[src/rtl/pcs_pkg.sv]
// ============================================================================
// Shared constants and types of the clock synthesizer configuration block.
package pcs_pkg;

   // ==========================================================================
   // Register offsets.
   localparam logic [7:0] PCS_ADDR_PLL  = 8'h04;   // PLL and ADC clock configuration.
   localparam logic [7:0] PCS_ADDR_AUX  = 8'h06;   // Auxiliary clock output configuration.
   localparam logic [7:0] PCS_ADDR_RXF  = 8'h07;   // Receive filter and ADC control.
   localparam logic [7:0] PCS_ADDR_BIAS = 8'h13;   // ADC power bias control.

   // ==========================================================================
   // Reset values and writable bit masks; unwritable bits read as zero, except PLL bit 7.
   localparam logic [7:0] PCS_RST_PLL   = 8'h00;
   localparam logic [7:0] PCS_RST_AUX   = 8'h00;
   localparam logic [7:0] PCS_RST_RXF   = 8'h00;
   localparam logic [7:0] PCS_RST_BIAS  = 8'h00;
   localparam logic [7:0] PCS_MASK_PLL  = 8'h1F;
   localparam logic [7:0] PCS_MASK_AUX  = 8'hFF;
   localparam logic [7:0] PCS_MASK_RXF  = 8'h11;
   localparam logic [7:0] PCS_MASK_BIAS = 8'h07;
   localparam logic [7:0] PCS_RDATA_NONE = 8'h00;

   // ==========================================================================
   // Field positions.
   localparam int PCS_PLL_M_LSB       = 0;   // Multiplier exponent, two bits.
   localparam int PCS_PLL_N_LSB       = 2;   // ADC divider exponent, two bits.
   localparam int PCS_PLL_ADC_SRC_BIT = 4;   // ADC clock taken from the VCO.
   localparam int PCS_PLL_APPLIED_BIT = 7;   // Read only: source now in use.
   localparam int PCS_AUX_VCO_DIS_BIT = 0;
   localparam int PCS_AUX_VCO_INV_BIT = 1;
   localparam int PCS_AUX_VCO_DIV_LSB = 2;
   localparam int PCS_AUX_REF_DIS_BIT = 4;
   localparam int PCS_AUX_REF_INV_BIT = 5;
   localparam int PCS_AUX_REF_DIV_LSB = 6;
   localparam int PCS_RXF_LOW_PWR_BIT = 4;
   localparam int PCS_BIAS_LSB        = 0;

   // ==========================================================================
   // Exponent limits and latency figures in ADC clock edges.
   localparam logic [1:0] PCS_EXP_ZERO    = 2'h0;
   localparam logic [1:0] PCS_EXP_ONE     = 2'h1;
   localparam logic [1:0] PCS_EXP_MAX_N   = 2'h2;
   localparam logic [1:0] PCS_EXP_MAX_L   = 2'h2;
   localparam logic [4:0] PCS_LAT_ZERO    = 5'h00;
   localparam logic [4:0] PCS_LAT_ONE     = 5'h01;
   localparam logic [4:0] PCS_LAT_HALF_DX = 5'h14;   // Ten whole ADC cycles.
   localparam logic [4:0] PCS_LAT_FULL_DX = 5'h15;   // Ten and a half ADC cycles.
   localparam logic [2:0] PCS_CNT_ZERO    = 3'h0;
   localparam logic [2:0] PCS_CNT_ONE     = 3'h1;

   // Gain step latency tracker states.
   typedef enum logic {
      PCS_LAT_IDLE  = 1'b0,
      PCS_LAT_COUNT = 1'b1
   } pcs_lat_state_e;

endpackage : pcs_pkg

[src/rtl/pcs_clk_if.sv]
`timescale 1ns/10ps
`default_nettype none
// ============================================================================
// Carrier between the configuration logic and one clock output generator.
interface pcs_clk_if;
   logic       src;     // Source clock level.
   logic [1:0] div;     // Divide exponent.
   logic       inv;     // Invert the output.
   logic       dis;     // Hold the output low.
   logic       clk_out; // Generated clock level.

   modport gen (input src, input div, input inv, input dis, output clk_out);
   modport ctl (output src, output div, output inv, output dis, input clk_out);
endinterface : pcs_clk_if
`default_nettype wire

[src/rtl/pcs_clk_gen.sv]
`timescale 1ns/10ps
`default_nettype none
// ============================================================================
// Divides, inverts or blanks one clock level without runt pulses.
module pcs_clk_gen (
   input wire logic i_sys_clk, // System clock.
   input wire logic i_rst,     // Synchronous reset, active high.
   input wire logic i_ce,      // Clock enable; low freezes all state.
   pcs_clk_if.gen   bus        // Source, settings and generated clock.
);

   typedef struct packed {
      logic       src_prev;
      logic [2:0] cnt;
      logic [1:0] div;
      logic       inv;
      logic       dis;
      logic       out;
   } pcs_gen_s;

   pcs_gen_s q;
   pcs_gen_s d;
   logic     rise;
   logic     cand;
   logic     cur;

   // Output level for a given setting: bypass, a counter bit, inversion, blanking.
   function automatic logic pcs_pick(input logic       src,
                                     input logic [2:0] cnt,
                                     input logic [1:0] div,
                                     input logic       inv,
                                     input logic       dis);
      logic raw;
      raw = (div == pcs_pkg::PCS_EXP_ZERO) ? src : cnt[div - pcs_pkg::PCS_EXP_ONE];
      return dis ? 1'b0 : (raw ^ inv);
   endfunction : pcs_pick

   // ==========================================================================
   // Next state; new settings are taken only where they leave the level unchanged.
   always_comb begin
      d          = q;
      rise       = bus.src & ~q.src_prev;
      d.src_prev = bus.src;
      if (rise) begin
         d.cnt = q.cnt + pcs_pkg::PCS_CNT_ONE;
      end
      cand = pcs_pick(bus.src, d.cnt, bus.div, bus.inv, bus.dis);
      cur  = pcs_pick(bus.src, d.cnt, q.div, q.inv, q.dis);
      if (({bus.div, bus.inv, bus.dis} != {q.div, q.inv, q.dis}) && (cand == q.out)) begin
         d.div = bus.div;
         d.inv = bus.inv;
         d.dis = bus.dis;
         d.out = cand;
      end else begin
         d.out = cur;
      end
      if (i_rst) begin
         // The clock keeps running undivided through reset.
         d.cnt = pcs_pkg::PCS_CNT_ZERO;
         d.div = pcs_pkg::PCS_EXP_ZERO;
         d.inv = 1'b0;
         d.dis = 1'b0;
         d.out = bus.src;
      end
   end

   // State register.
   always_ff @(posedge i_sys_clk) begin
      if (i_ce) begin
         q <= d;
      end
   end

   assign bus.clk_out = q.out;
endmodule : pcs_clk_gen
`default_nettype wire

[src/rtl/pcs_pll_clock_synth_config.sv]
`timescale 1ns/10ps
`default_nettype none
// Functional notes
// ADC rate equals word rate; DAC update runs at VCO rate, one, two or four times.
// VCO equals reference times two to the multiplier exponent in bits 1:0.
// Software picks multiplier exponent as log2 of interpolation times word rate over reference.
// Bit 4 selects ADC clock source: clear is reference, set is divided VCO.
// VCO-sourced ADC clock is VCO over two to exponent in bits 3:2, 0 to 2.
// Full-duplex receive clock runs at twice the word rate for nibble transfer; the code keeps it at the ADC rate while the ADC exponent is zero.
// Aux output register bits 7:6 divide, bit 5 invert, bit 4 disable reference output.
// Aux output register bits 3:2 divide, bit 1 invert, bit 0 disable VCO output.
// VCO auxiliary output is VCO over two to R, phase-locked to PLL dividers.
// Reference auxiliary output is reference over two to L; zero passes delayed copy; the code treats an L of 3 as 2.
// Both auxiliary outputs keep running through hardware or software reset.
// Software keeps VCO within 80 to 200 MHz and reference within 20 to 80.
// Gain step shows after 10.0 ADC cycles half duplex, 10.5 full duplex.
// Filter control bit 4 puts the ADC into its reduced-current mode.
// Power bias bits 2:0 select alternative ADC bias settings.
// Disabled outputs hold low; setting changes never produce runt pulses.
// ============================================================================
// Register file and clock selection of the front end's clock synthesizer.
module pcs_pll_clock_synth_config (
   input  wire logic       i_sys_clk,            // System clock, 25 MHz.
   input  wire logic       i_rst,                // Synchronous reset, active high.
   input  wire logic       i_ce,                 // Clock enable; low freezes all state.
   input  wire logic       i_reference_clock_in, // Reference clock pin level.
   input  wire logic       i_vco_level,          // VCO output level from the analog PLL.
   input  wire logic       i_full_duplex,        // Interface mode pin, high for full duplex.
   input  wire logic       i_gain_step,          // Pulse: gain step applied at the amplifier.
   input  wire logic [7:0] i_reg_addr,           // Register address.
   input  wire logic [7:0] i_reg_wdata,          // Register write data.
   input  wire logic       i_reg_wr,             // Register write strobe.
   input  wire logic       i_reg_rd,             // Register read strobe.
   output logic      [7:0] o_reg_rdata,          // Register read data, one cycle later.
   output logic      [1:0] o_pll_mult_exp,       // Multiplier exponent to the PLL.
   output logic            o_adc_clk,            // ADC sampling clock level.
   output logic            o_adc_clk_from_vco,   // ADC clock source now in use.
   output logic            o_dac_update_clk,     // DAC update clock level.
   output logic            o_receive_clock_out,  // Receive output clock level.
   output logic            o_vco_aux_clock_out,  // VCO-derived auxiliary clock.
   output logic            o_ref_aux_clock_out,  // Reference-derived auxiliary clock.
   output logic            o_adc_low_power,      // ADC reduced-current mode.
   output logic      [2:0] o_adc_bias,           // ADC bias setting.
   output logic            o_gain_step_seen      // Pulse: the step reaches the data.
);

   typedef struct packed {
      logic [7:0]              pll_cfg;
      logic [7:0]              aux_cfg;
      logic [7:0]              rxf_cfg;
      logic [7:0]              bias_cfg;
      logic [7:0]              rdata;
      logic                    adc_src_vco;
      logic                    ref_s1;
      logic                    ref_s2;
      logic                    vco_s1;
      logic                    vco_s2;
      logic                    fd_s1;
      logic                    fd_s2;
      pcs_pkg::pcs_lat_state_e lat_state;
      logic                    lat_full;
      logic [4:0]              lat_cnt;
      logic                    adc_prev;
      logic                    seen;
   } pcs_top_s;

   pcs_top_s   q;
   pcs_top_s   d;
   logic [1:0] n_exp;
   logic [1:0] adc_exp;
   logic       adc_edge;
   logic [4:0] lat_target;

   pcs_clk_if adc_if ();
   pcs_clk_if rx_if ();
   pcs_clk_if vaux_if ();
   pcs_clk_if raux_if ();

   // Limits an exponent to its largest legal value.
   function automatic logic [1:0] pcs_clamp(input logic [1:0] e, input logic [1:0] lim);
      return (e > lim) ? lim : e;
   endfunction : pcs_clamp

   // Lowers an exponent by one when asked, never below zero.
   function automatic logic [1:0] pcs_less_one(input logic [1:0] e, input logic dec);
      return (dec && (e != pcs_pkg::PCS_EXP_ZERO)) ? (e - pcs_pkg::PCS_EXP_ONE) : e;
   endfunction : pcs_less_one

   // ==========================================================================
   // Effective exponents of the ADC clock.
   assign n_exp    = pcs_clamp(q.pll_cfg[pcs_pkg::PCS_PLL_N_LSB +: 2], pcs_pkg::PCS_EXP_MAX_N);
   assign adc_exp  = q.adc_src_vco ? n_exp : q.pll_cfg[pcs_pkg::PCS_PLL_M_LSB +: 2];
   assign adc_edge = (o_adc_clk != q.adc_prev);
   assign lat_target = q.lat_full ? pcs_pkg::PCS_LAT_FULL_DX : pcs_pkg::PCS_LAT_HALF_DX;

   // ==========================================================================
   // Next state: synchronisers, register writes and reads, source switch, latency.
   always_comb begin
      d        = q;
      d.ref_s1 = i_reference_clock_in;
      d.ref_s2 = q.ref_s1;
      d.vco_s1 = i_vco_level;
      d.vco_s2 = q.vco_s1;
      d.fd_s1  = i_full_duplex;
      d.fd_s2  = q.fd_s1;
      d.adc_prev = o_adc_clk;
      d.seen   = 1'b0;

      // Register writes keep only the defined bits.
      if (i_reg_wr) begin
         if (i_reg_addr == pcs_pkg::PCS_ADDR_PLL) begin
            d.pll_cfg = i_reg_wdata & pcs_pkg::PCS_MASK_PLL;
         end else if (i_reg_addr == pcs_pkg::PCS_ADDR_AUX) begin
            d.aux_cfg = i_reg_wdata & pcs_pkg::PCS_MASK_AUX;
         end else if (i_reg_addr == pcs_pkg::PCS_ADDR_RXF) begin
            d.rxf_cfg = i_reg_wdata & pcs_pkg::PCS_MASK_RXF;
         end else if (i_reg_addr == pcs_pkg::PCS_ADDR_BIAS) begin
            d.bias_cfg = i_reg_wdata & pcs_pkg::PCS_MASK_BIAS;
         end
      end

      // Register reads; unmapped addresses answer zero.
      if (i_reg_rd) begin
         if (i_reg_addr == pcs_pkg::PCS_ADDR_PLL) begin
            d.rdata = q.pll_cfg;
            d.rdata[pcs_pkg::PCS_PLL_APPLIED_BIT] = q.adc_src_vco;
         end else if (i_reg_addr == pcs_pkg::PCS_ADDR_AUX) begin
            d.rdata = q.aux_cfg;
         end else if (i_reg_addr == pcs_pkg::PCS_ADDR_RXF) begin
            d.rdata = q.rxf_cfg;
         end else if (i_reg_addr == pcs_pkg::PCS_ADDR_BIAS) begin
            d.rdata = q.bias_cfg;
         end else begin
            d.rdata = pcs_pkg::PCS_RDATA_NONE;
         end
      end

      // The ADC source moves only while the old and the new level are both low.
      if ((q.pll_cfg[pcs_pkg::PCS_PLL_ADC_SRC_BIT] != q.adc_src_vco) && !o_adc_clk &&
          !(q.pll_cfg[pcs_pkg::PCS_PLL_ADC_SRC_BIT] ? q.vco_s2 : q.ref_s2)) begin
         d.adc_src_vco = q.pll_cfg[pcs_pkg::PCS_PLL_ADC_SRC_BIT];
      end

      // Count ADC clock edges from a gain step until it shows in the data.
      case (q.lat_state)
         pcs_pkg::PCS_LAT_IDLE: begin
            if (i_gain_step) begin
               d.lat_state = pcs_pkg::PCS_LAT_COUNT;
               d.lat_full  = q.fd_s2;
               d.lat_cnt   = pcs_pkg::PCS_LAT_ZERO;
            end
         end
         pcs_pkg::PCS_LAT_COUNT: begin
            if (adc_edge) begin
               d.lat_cnt = q.lat_cnt + pcs_pkg::PCS_LAT_ONE;
               if (d.lat_cnt == lat_target) begin
                  d.seen      = 1'b1;
                  d.lat_state = pcs_pkg::PCS_LAT_IDLE;
               end
            end
         end
         default: begin
            d.lat_state = pcs_pkg::PCS_LAT_IDLE;
         end
      endcase

      if (i_rst) begin
         d.pll_cfg     = pcs_pkg::PCS_RST_PLL;
         d.aux_cfg     = pcs_pkg::PCS_RST_AUX;
         d.rxf_cfg     = pcs_pkg::PCS_RST_RXF;
         d.bias_cfg    = pcs_pkg::PCS_RST_BIAS;
         d.rdata       = pcs_pkg::PCS_RDATA_NONE;
         d.adc_src_vco = 1'b0;
         d.lat_state   = pcs_pkg::PCS_LAT_IDLE;
         d.lat_full    = 1'b0;
         d.lat_cnt     = pcs_pkg::PCS_LAT_ZERO;
         d.seen        = 1'b0;
      end
   end

   // State register.
   always_ff @(posedge i_sys_clk) begin
      if (i_ce) begin
         q <= d;
      end
   end

   // ==========================================================================
   // Clock generator settings: ADC, receive clock and the two auxiliary outputs.
   assign adc_if.src = q.adc_src_vco ? q.vco_s2 : q.ref_s2;
   assign adc_if.div = q.adc_src_vco ? n_exp : pcs_pkg::PCS_EXP_ZERO;
   assign adc_if.inv = 1'b0;
   assign adc_if.dis = 1'b0;

   // The receive clock runs off the VCO at twice the ADC rate in full duplex while the ADC exponent is nonzero.
   assign rx_if.src = q.vco_s2;
   assign rx_if.div = pcs_less_one(adc_exp, q.fd_s2);
   assign rx_if.inv = 1'b0;
   assign rx_if.dis = 1'b0;

   assign vaux_if.src = q.vco_s2;
   assign vaux_if.div = q.aux_cfg[pcs_pkg::PCS_AUX_VCO_DIV_LSB +: 2];
   assign vaux_if.inv = q.aux_cfg[pcs_pkg::PCS_AUX_VCO_INV_BIT];
   assign vaux_if.dis = q.aux_cfg[pcs_pkg::PCS_AUX_VCO_DIS_BIT];

   assign raux_if.src = q.ref_s2;
   assign raux_if.div = pcs_clamp(q.aux_cfg[pcs_pkg::PCS_AUX_REF_DIV_LSB +: 2],
                                  pcs_pkg::PCS_EXP_MAX_L);
   assign raux_if.inv = q.aux_cfg[pcs_pkg::PCS_AUX_REF_INV_BIT];
   assign raux_if.dis = q.aux_cfg[pcs_pkg::PCS_AUX_REF_DIS_BIT];

   // Generator instances.
   pcs_clk_gen u_adc_gen (
      .i_sys_clk (i_sys_clk),
      .i_rst     (i_rst),
      .i_ce      (i_ce),
      .bus       (adc_if.gen)
   );
   pcs_clk_gen u_rx_gen (
      .i_sys_clk (i_sys_clk),
      .i_rst     (i_rst),
      .i_ce      (i_ce),
      .bus       (rx_if.gen)
   );
   pcs_clk_gen u_vaux_gen (
      .i_sys_clk (i_sys_clk),
      .i_rst     (i_rst),
      .i_ce      (i_ce),
      .bus       (vaux_if.gen)
   );
   pcs_clk_gen u_raux_gen (
      .i_sys_clk (i_sys_clk),
      .i_rst     (i_rst),
      .i_ce      (i_ce),
      .bus       (raux_if.gen)
   );

   // ==========================================================================
   // Outputs.
   assign o_reg_rdata         = q.rdata;
   assign o_pll_mult_exp      = q.pll_cfg[pcs_pkg::PCS_PLL_M_LSB +: 2];
   assign o_adc_clk           = adc_if.clk_out;
   assign o_adc_clk_from_vco  = q.adc_src_vco;
   assign o_dac_update_clk    = q.vco_s2;
   assign o_receive_clock_out = rx_if.clk_out;
   assign o_vco_aux_clock_out = vaux_if.clk_out;
   assign o_ref_aux_clock_out = raux_if.clk_out;
   assign o_adc_low_power     = q.rxf_cfg[pcs_pkg::PCS_RXF_LOW_PWR_BIT];
   assign o_adc_bias          = q.bias_cfg[pcs_pkg::PCS_BIAS_LSB +: 3];
   assign o_gain_step_seen    = q.seen;
endmodule : pcs_pll_clock_synth_config
`default_nettype wire

[config.mk]
export PLATFORM = sky130hd
export DESIGN_NAME = pcs_pll_clock_synth_config
export DESIGN_NICKNAME = d
export VERILOG_FILES = /design/src/rtl/pcs_pkg.sv /design/src/rtl/pcs_clk_if.sv /design/src/rtl/pcs_clk_gen.sv /design/src/rtl/pcs_pll_clock_synth_config.sv
export SDC_FILE = /design/constraint.sdc
export NUM_CORES = 1
export LEC_CHECK = 0
export ABC_AREA = 0
export BUFFER_PORTS_ARGS = -buffer_cell sky130_fd_sc_hd__buf_2
export CAP_MARGIN = 20
export CORE_ASPECT_RATIO = 2
export CORE_MARGIN = 1.5
export CORE_UTILIZATION = 50
export CTS_BUF_LIST = sky130_fd_sc_hd__clkbuf_8 sky130_fd_sc_hd__clkbuf_16
export DETAILED_ROUTE_END_ITERATION = 6
export GPL_ROUTABILITY_DRIVEN = 0
export GPL_TIMING_DRIVEN = 0
export PLACE_DENSITY_LB_ADDON = 0.25
export SYNTH_ARGS = -nofsm -noshare
export SYNTH_HDL_FRONTEND = slang
export SYNTH_SLANG_ARGS = --single-unit
[constraint.sdc]
create_clock -name i_sys_clk -period 3.7 [get_ports i_sys_clk]
set_input_delay 0.37 -clock i_sys_clk [delete_from_list [all_inputs] [get_ports i_sys_clk]]
set_output_delay 0.37 -clock i_sys_clk [all_outputs]
set_load 0.05 [all_outputs]
==> metrics.md <==
| Metric | Value |
|---|---|
| Fraction of final layout cells with drive strength greater than 1 | `0.1906` |
| Crit Path Category | `reg -> reg` |
| CTS resizes | `0` |
| Number of antenna violations at the first check in global routing | `0` |
| Least-Margin Pin Slew | `between 800 and 900 ps` |
| Vias per inst | `5.741` |
| Count of final hold-check violations | `0` |
| Top FF cell, synth | `edfxtp_1` |
| PortBufs | `45` |
| CTS Buffer Depth | `2` |
| 1st-pass router iterations | `4` |
| Clk_lat worst skew | `340 ps` |
| Drt first-iter violations | `about 220` |
| CTS Buf Count | `9` |
| Sequential area share after synthesis | `0.5010` |
| Fmax | `297.4 MHz` |
| Rel. slew slack | `0.4652` |
| Post-CTS setup buffers | `0` |
| Busiest layer in global routing | `met2` |
| Post-synthesis average cell area | `10.80 um^2` |
| Cell depth of the worst setup path | `14` |
| CTS tree | `built` |
| HP Class | `in -> reg` |
| Die area | `just over 0.009 mm^2` |
| Antenna diodes | `0` |
| Total power draw | `2.392 mW` |
| DP HPWL | `7323 um` |
| Wire per inst | `between 15 and 20 um` |
| YS warnings | `0` |
| CP max stage cell | `edfxtp_1` |
| Rows | `48` |
| Number of global-route vias before repair | `3257` |
| Mapped Cells | `roughly 410` |
| Nets | `500` |
| Area delta synth->final | `14.76%` |
| Post-route ant nets | `0` |
| CP delay by family, top | `simple AND/OR/NAND/NOR gates` |
| Reg clk slew, reported paths | `60 ps` |
| Post-synth EDFFs | `73` |
| Post-CTS Hold Buffers | `0` |
| Status | `finished clean` |
| Met2 usage in global routing | `0.4113` |
| First-pass GRT wire length | `15980 um` |
| Number of setup violations in the final report | `0` |
| Layout Skew | `4.588 ps` |
| Die Wd | `69.15 um` |
| R2r setup slk | `340 ps` |
| Min cycle time layout | `roughly 3400 ps` |
| Grt ovf | `0` |
| Largest net degree at the start of global routing | `36` |
| Top cells by count, synth | `73 x edfxtp_1, 50 x nor2_1, 25 x nand2_1, 22 x inv_1, 21 x nor2b_1` |
| Critical-path cell list | `buf_6, and3b_1, buf_6, nor2_1, ha_1, nor2b_1, or3_4, and2_4, inv_1, ha_1, mux2i_1, a311oi_2, nand4b_1, o211ai_1` |
| Starting Density | `0.5095` |
| Worst setup EP type | `register` |
| Synth Cell Area | `0.004375 mm^2` |
| GRT Resource Usage Total | `0.2222` |
| Final wirelength | `9811 um` |
| Synth area leaders | `edfxtp_1 50%, nor2_1 4.3%, xnor2_1 3.8%` |
| Via count | `3255` |
| CP peak stage delay | `slightly above 400 ps` |
| Power Density | `about 480 mW/mm^2` |
| Post-Synthesis Net Count | `roughly 440` |
| Yosys top cell area share | `0.5010` |
| Count of pins over their slew limit | `0` |
| Critical path data arrival time | `between 3000 and 4000 ps` |
| Setup TNS | `0 ps` |
| Area leader, netlist | `edfxtp_1` |
| Worst Path Buf+Inv | `3` |
| Max rail drop VDD | `slightly below 0.3 mV` |
| Worst endpoint required time | `3720 ps` |
| FFs w/ async S/R, synth | `0` |
| Core area | `between 0.008 and 0.009 mm^2` |
| Die Span Y | `between 100 and 150 um` |
| IO Count | `between 40 and 50` |
| Cell with the most instances after synthesis | `edfxtp_1` |
| Final core occ | `0.5846` |
| Crit-path max FO | `9` |
| CTS Sinks | `73` |
| H-tree levels | `3` |
| Met1 Use GR | `0.2365` |
| Worst hold path depth | `1` |
| DRC viols | `0` |
| Fin crit share | `0.9087` |
| Clk root buf | `clkbuf_16` |
| Crit path launch type | `register` |
| Register-to-Register Path Depth | `14` |
| Distinct cells, synth | `62` |
| #FFs+latches synth | `73` |
| RSZ-0062 raised after global routing | `false` |
| Max-cap violations | `0` |
| Grt met3 use | `0.03423` |
| Lkg Pwr | `just under 2 nW` |
## layer usage
layer	share of wire	routed length [um]
met1	0.38	3695
met2	0.55	5421
met3	0.037	363
met4	0.034	332
met5	0	0
## worst reg2reg max path, stage by stage (launching register included)
cell	delay (ps)
edfxtp_1	410
buf_6	160
and3b_1	180
buf_6	130
nor2_1	190
ha_1	190
nor2b_1	80
or3_4	360
and2_4	180
inv_1	70
ha_1	250
mux2i_1	140
a311oi_2	380
nand4b_1	140
o211ai_1	180
## per-stage QoR
stage	instances	hold WS (ps)	setup slack, ps	instance area [um^2]
finish	567	204.1	337.9	5021
global route	567	202.2	105.3	5021
CTS	567	199.3	324.4	5021
detailed placement	551	405.6	339.6	4733
global placement	550	400.5	420.8	4726
floorplan	405	400.3	306.8	4375
## registers in the layout, indices dropped and copies added, names as in the netlist
signal                  cells
u_adc_gen.q                 6
o_gain_step_seen            1
o_reg_rdata                 8
q                          21
o_dac_update_clk            1
o_adc_bias                  3
u_vaux_gen.q                8
o_pll_mult_exp              2
u_raux_gen.bus.clk_out      1
u_adc_gen.bus.clk_out       1
o_adc_clk_from_vco          1
u_vaux_gen.bus.clk_out      1
u_rx_gen.q                  5
u_raux_gen.q                8
raux_if.src                 1
o_adc_low_power             1
d                           3
u_rx_gen.bus.clk_out        1
## cells by family after synthesis
logic type | share of synthesized area
simple gates | 0.2030
flops | 0.5010
compound gates | 0.1032
fa+ha+maj | 0.03718
buf+inv | 0.05776
mux | 0.04261
xor+xnor | 0.05519
## final cells by class
cell class	instances	area (um^2)
inverters	22	82.58
fillers	748	3567
repair buffers	46	232.7
well taps	100	125.1
plain buffers	28	170.2
multi-input cells	282	1931
clock inverters	7	62.56
clock buffers	9	225.2
flip-flops and latches	73	2192
## path summary, 6_finish.rpt
path	startpoint	endpoint
setup / recovery	o_adc_clk_from_vco$_SDFFCE_PP0P_	u_rx_gen.q[4]$_SDFFCE_PP0P_
hold / removal	i_vco_level	d[11]$_DFFE_PP_
setup reg to reg	o_adc_clk_from_vco$_SDFFCE_PP0P_	u_rx_gen.q[4]$_SDFFCE_PP0P_
hold reg to reg	d[11]$_DFFE_PP_	o_dac_update_clk$_DFFE_PP_
## report_power, final
part	leakage, nW	switching, mW	internal [mW]	total [mW]
Clock	0.142	0.336	0.514	0.850
Sequential	0.713	0.0667	0.995	1.06
Combinational	1.10	0.280	0.199	0.479
Total	1.95	0.683	1.71	2.39
## cell usage in the layout (no fill, tap or decap), types with 4 or more instances in the layout
master,instances
o211ai_1,5
xor2_1,6
clkbuf_1,10
inv_1,23
nand2_1,25
edfxtp_1,73
buf_4,14
mux2i_1,15
nor2b_1,21
xnor2_1,19
nor3_1,9
ha_1,13
buf_2,46
nand3_1,10
nor3b_1,5
o21ai_0,6
nand2b_1,7
a21oi_1,9
and2_1,4
nand4_1,4
nand4b_1,4
nand3b_1,5
clkbuf_16,9
nor2_1,50
and3_1,5
a31oi_1,5
Power figures use the tool's default switching activity.
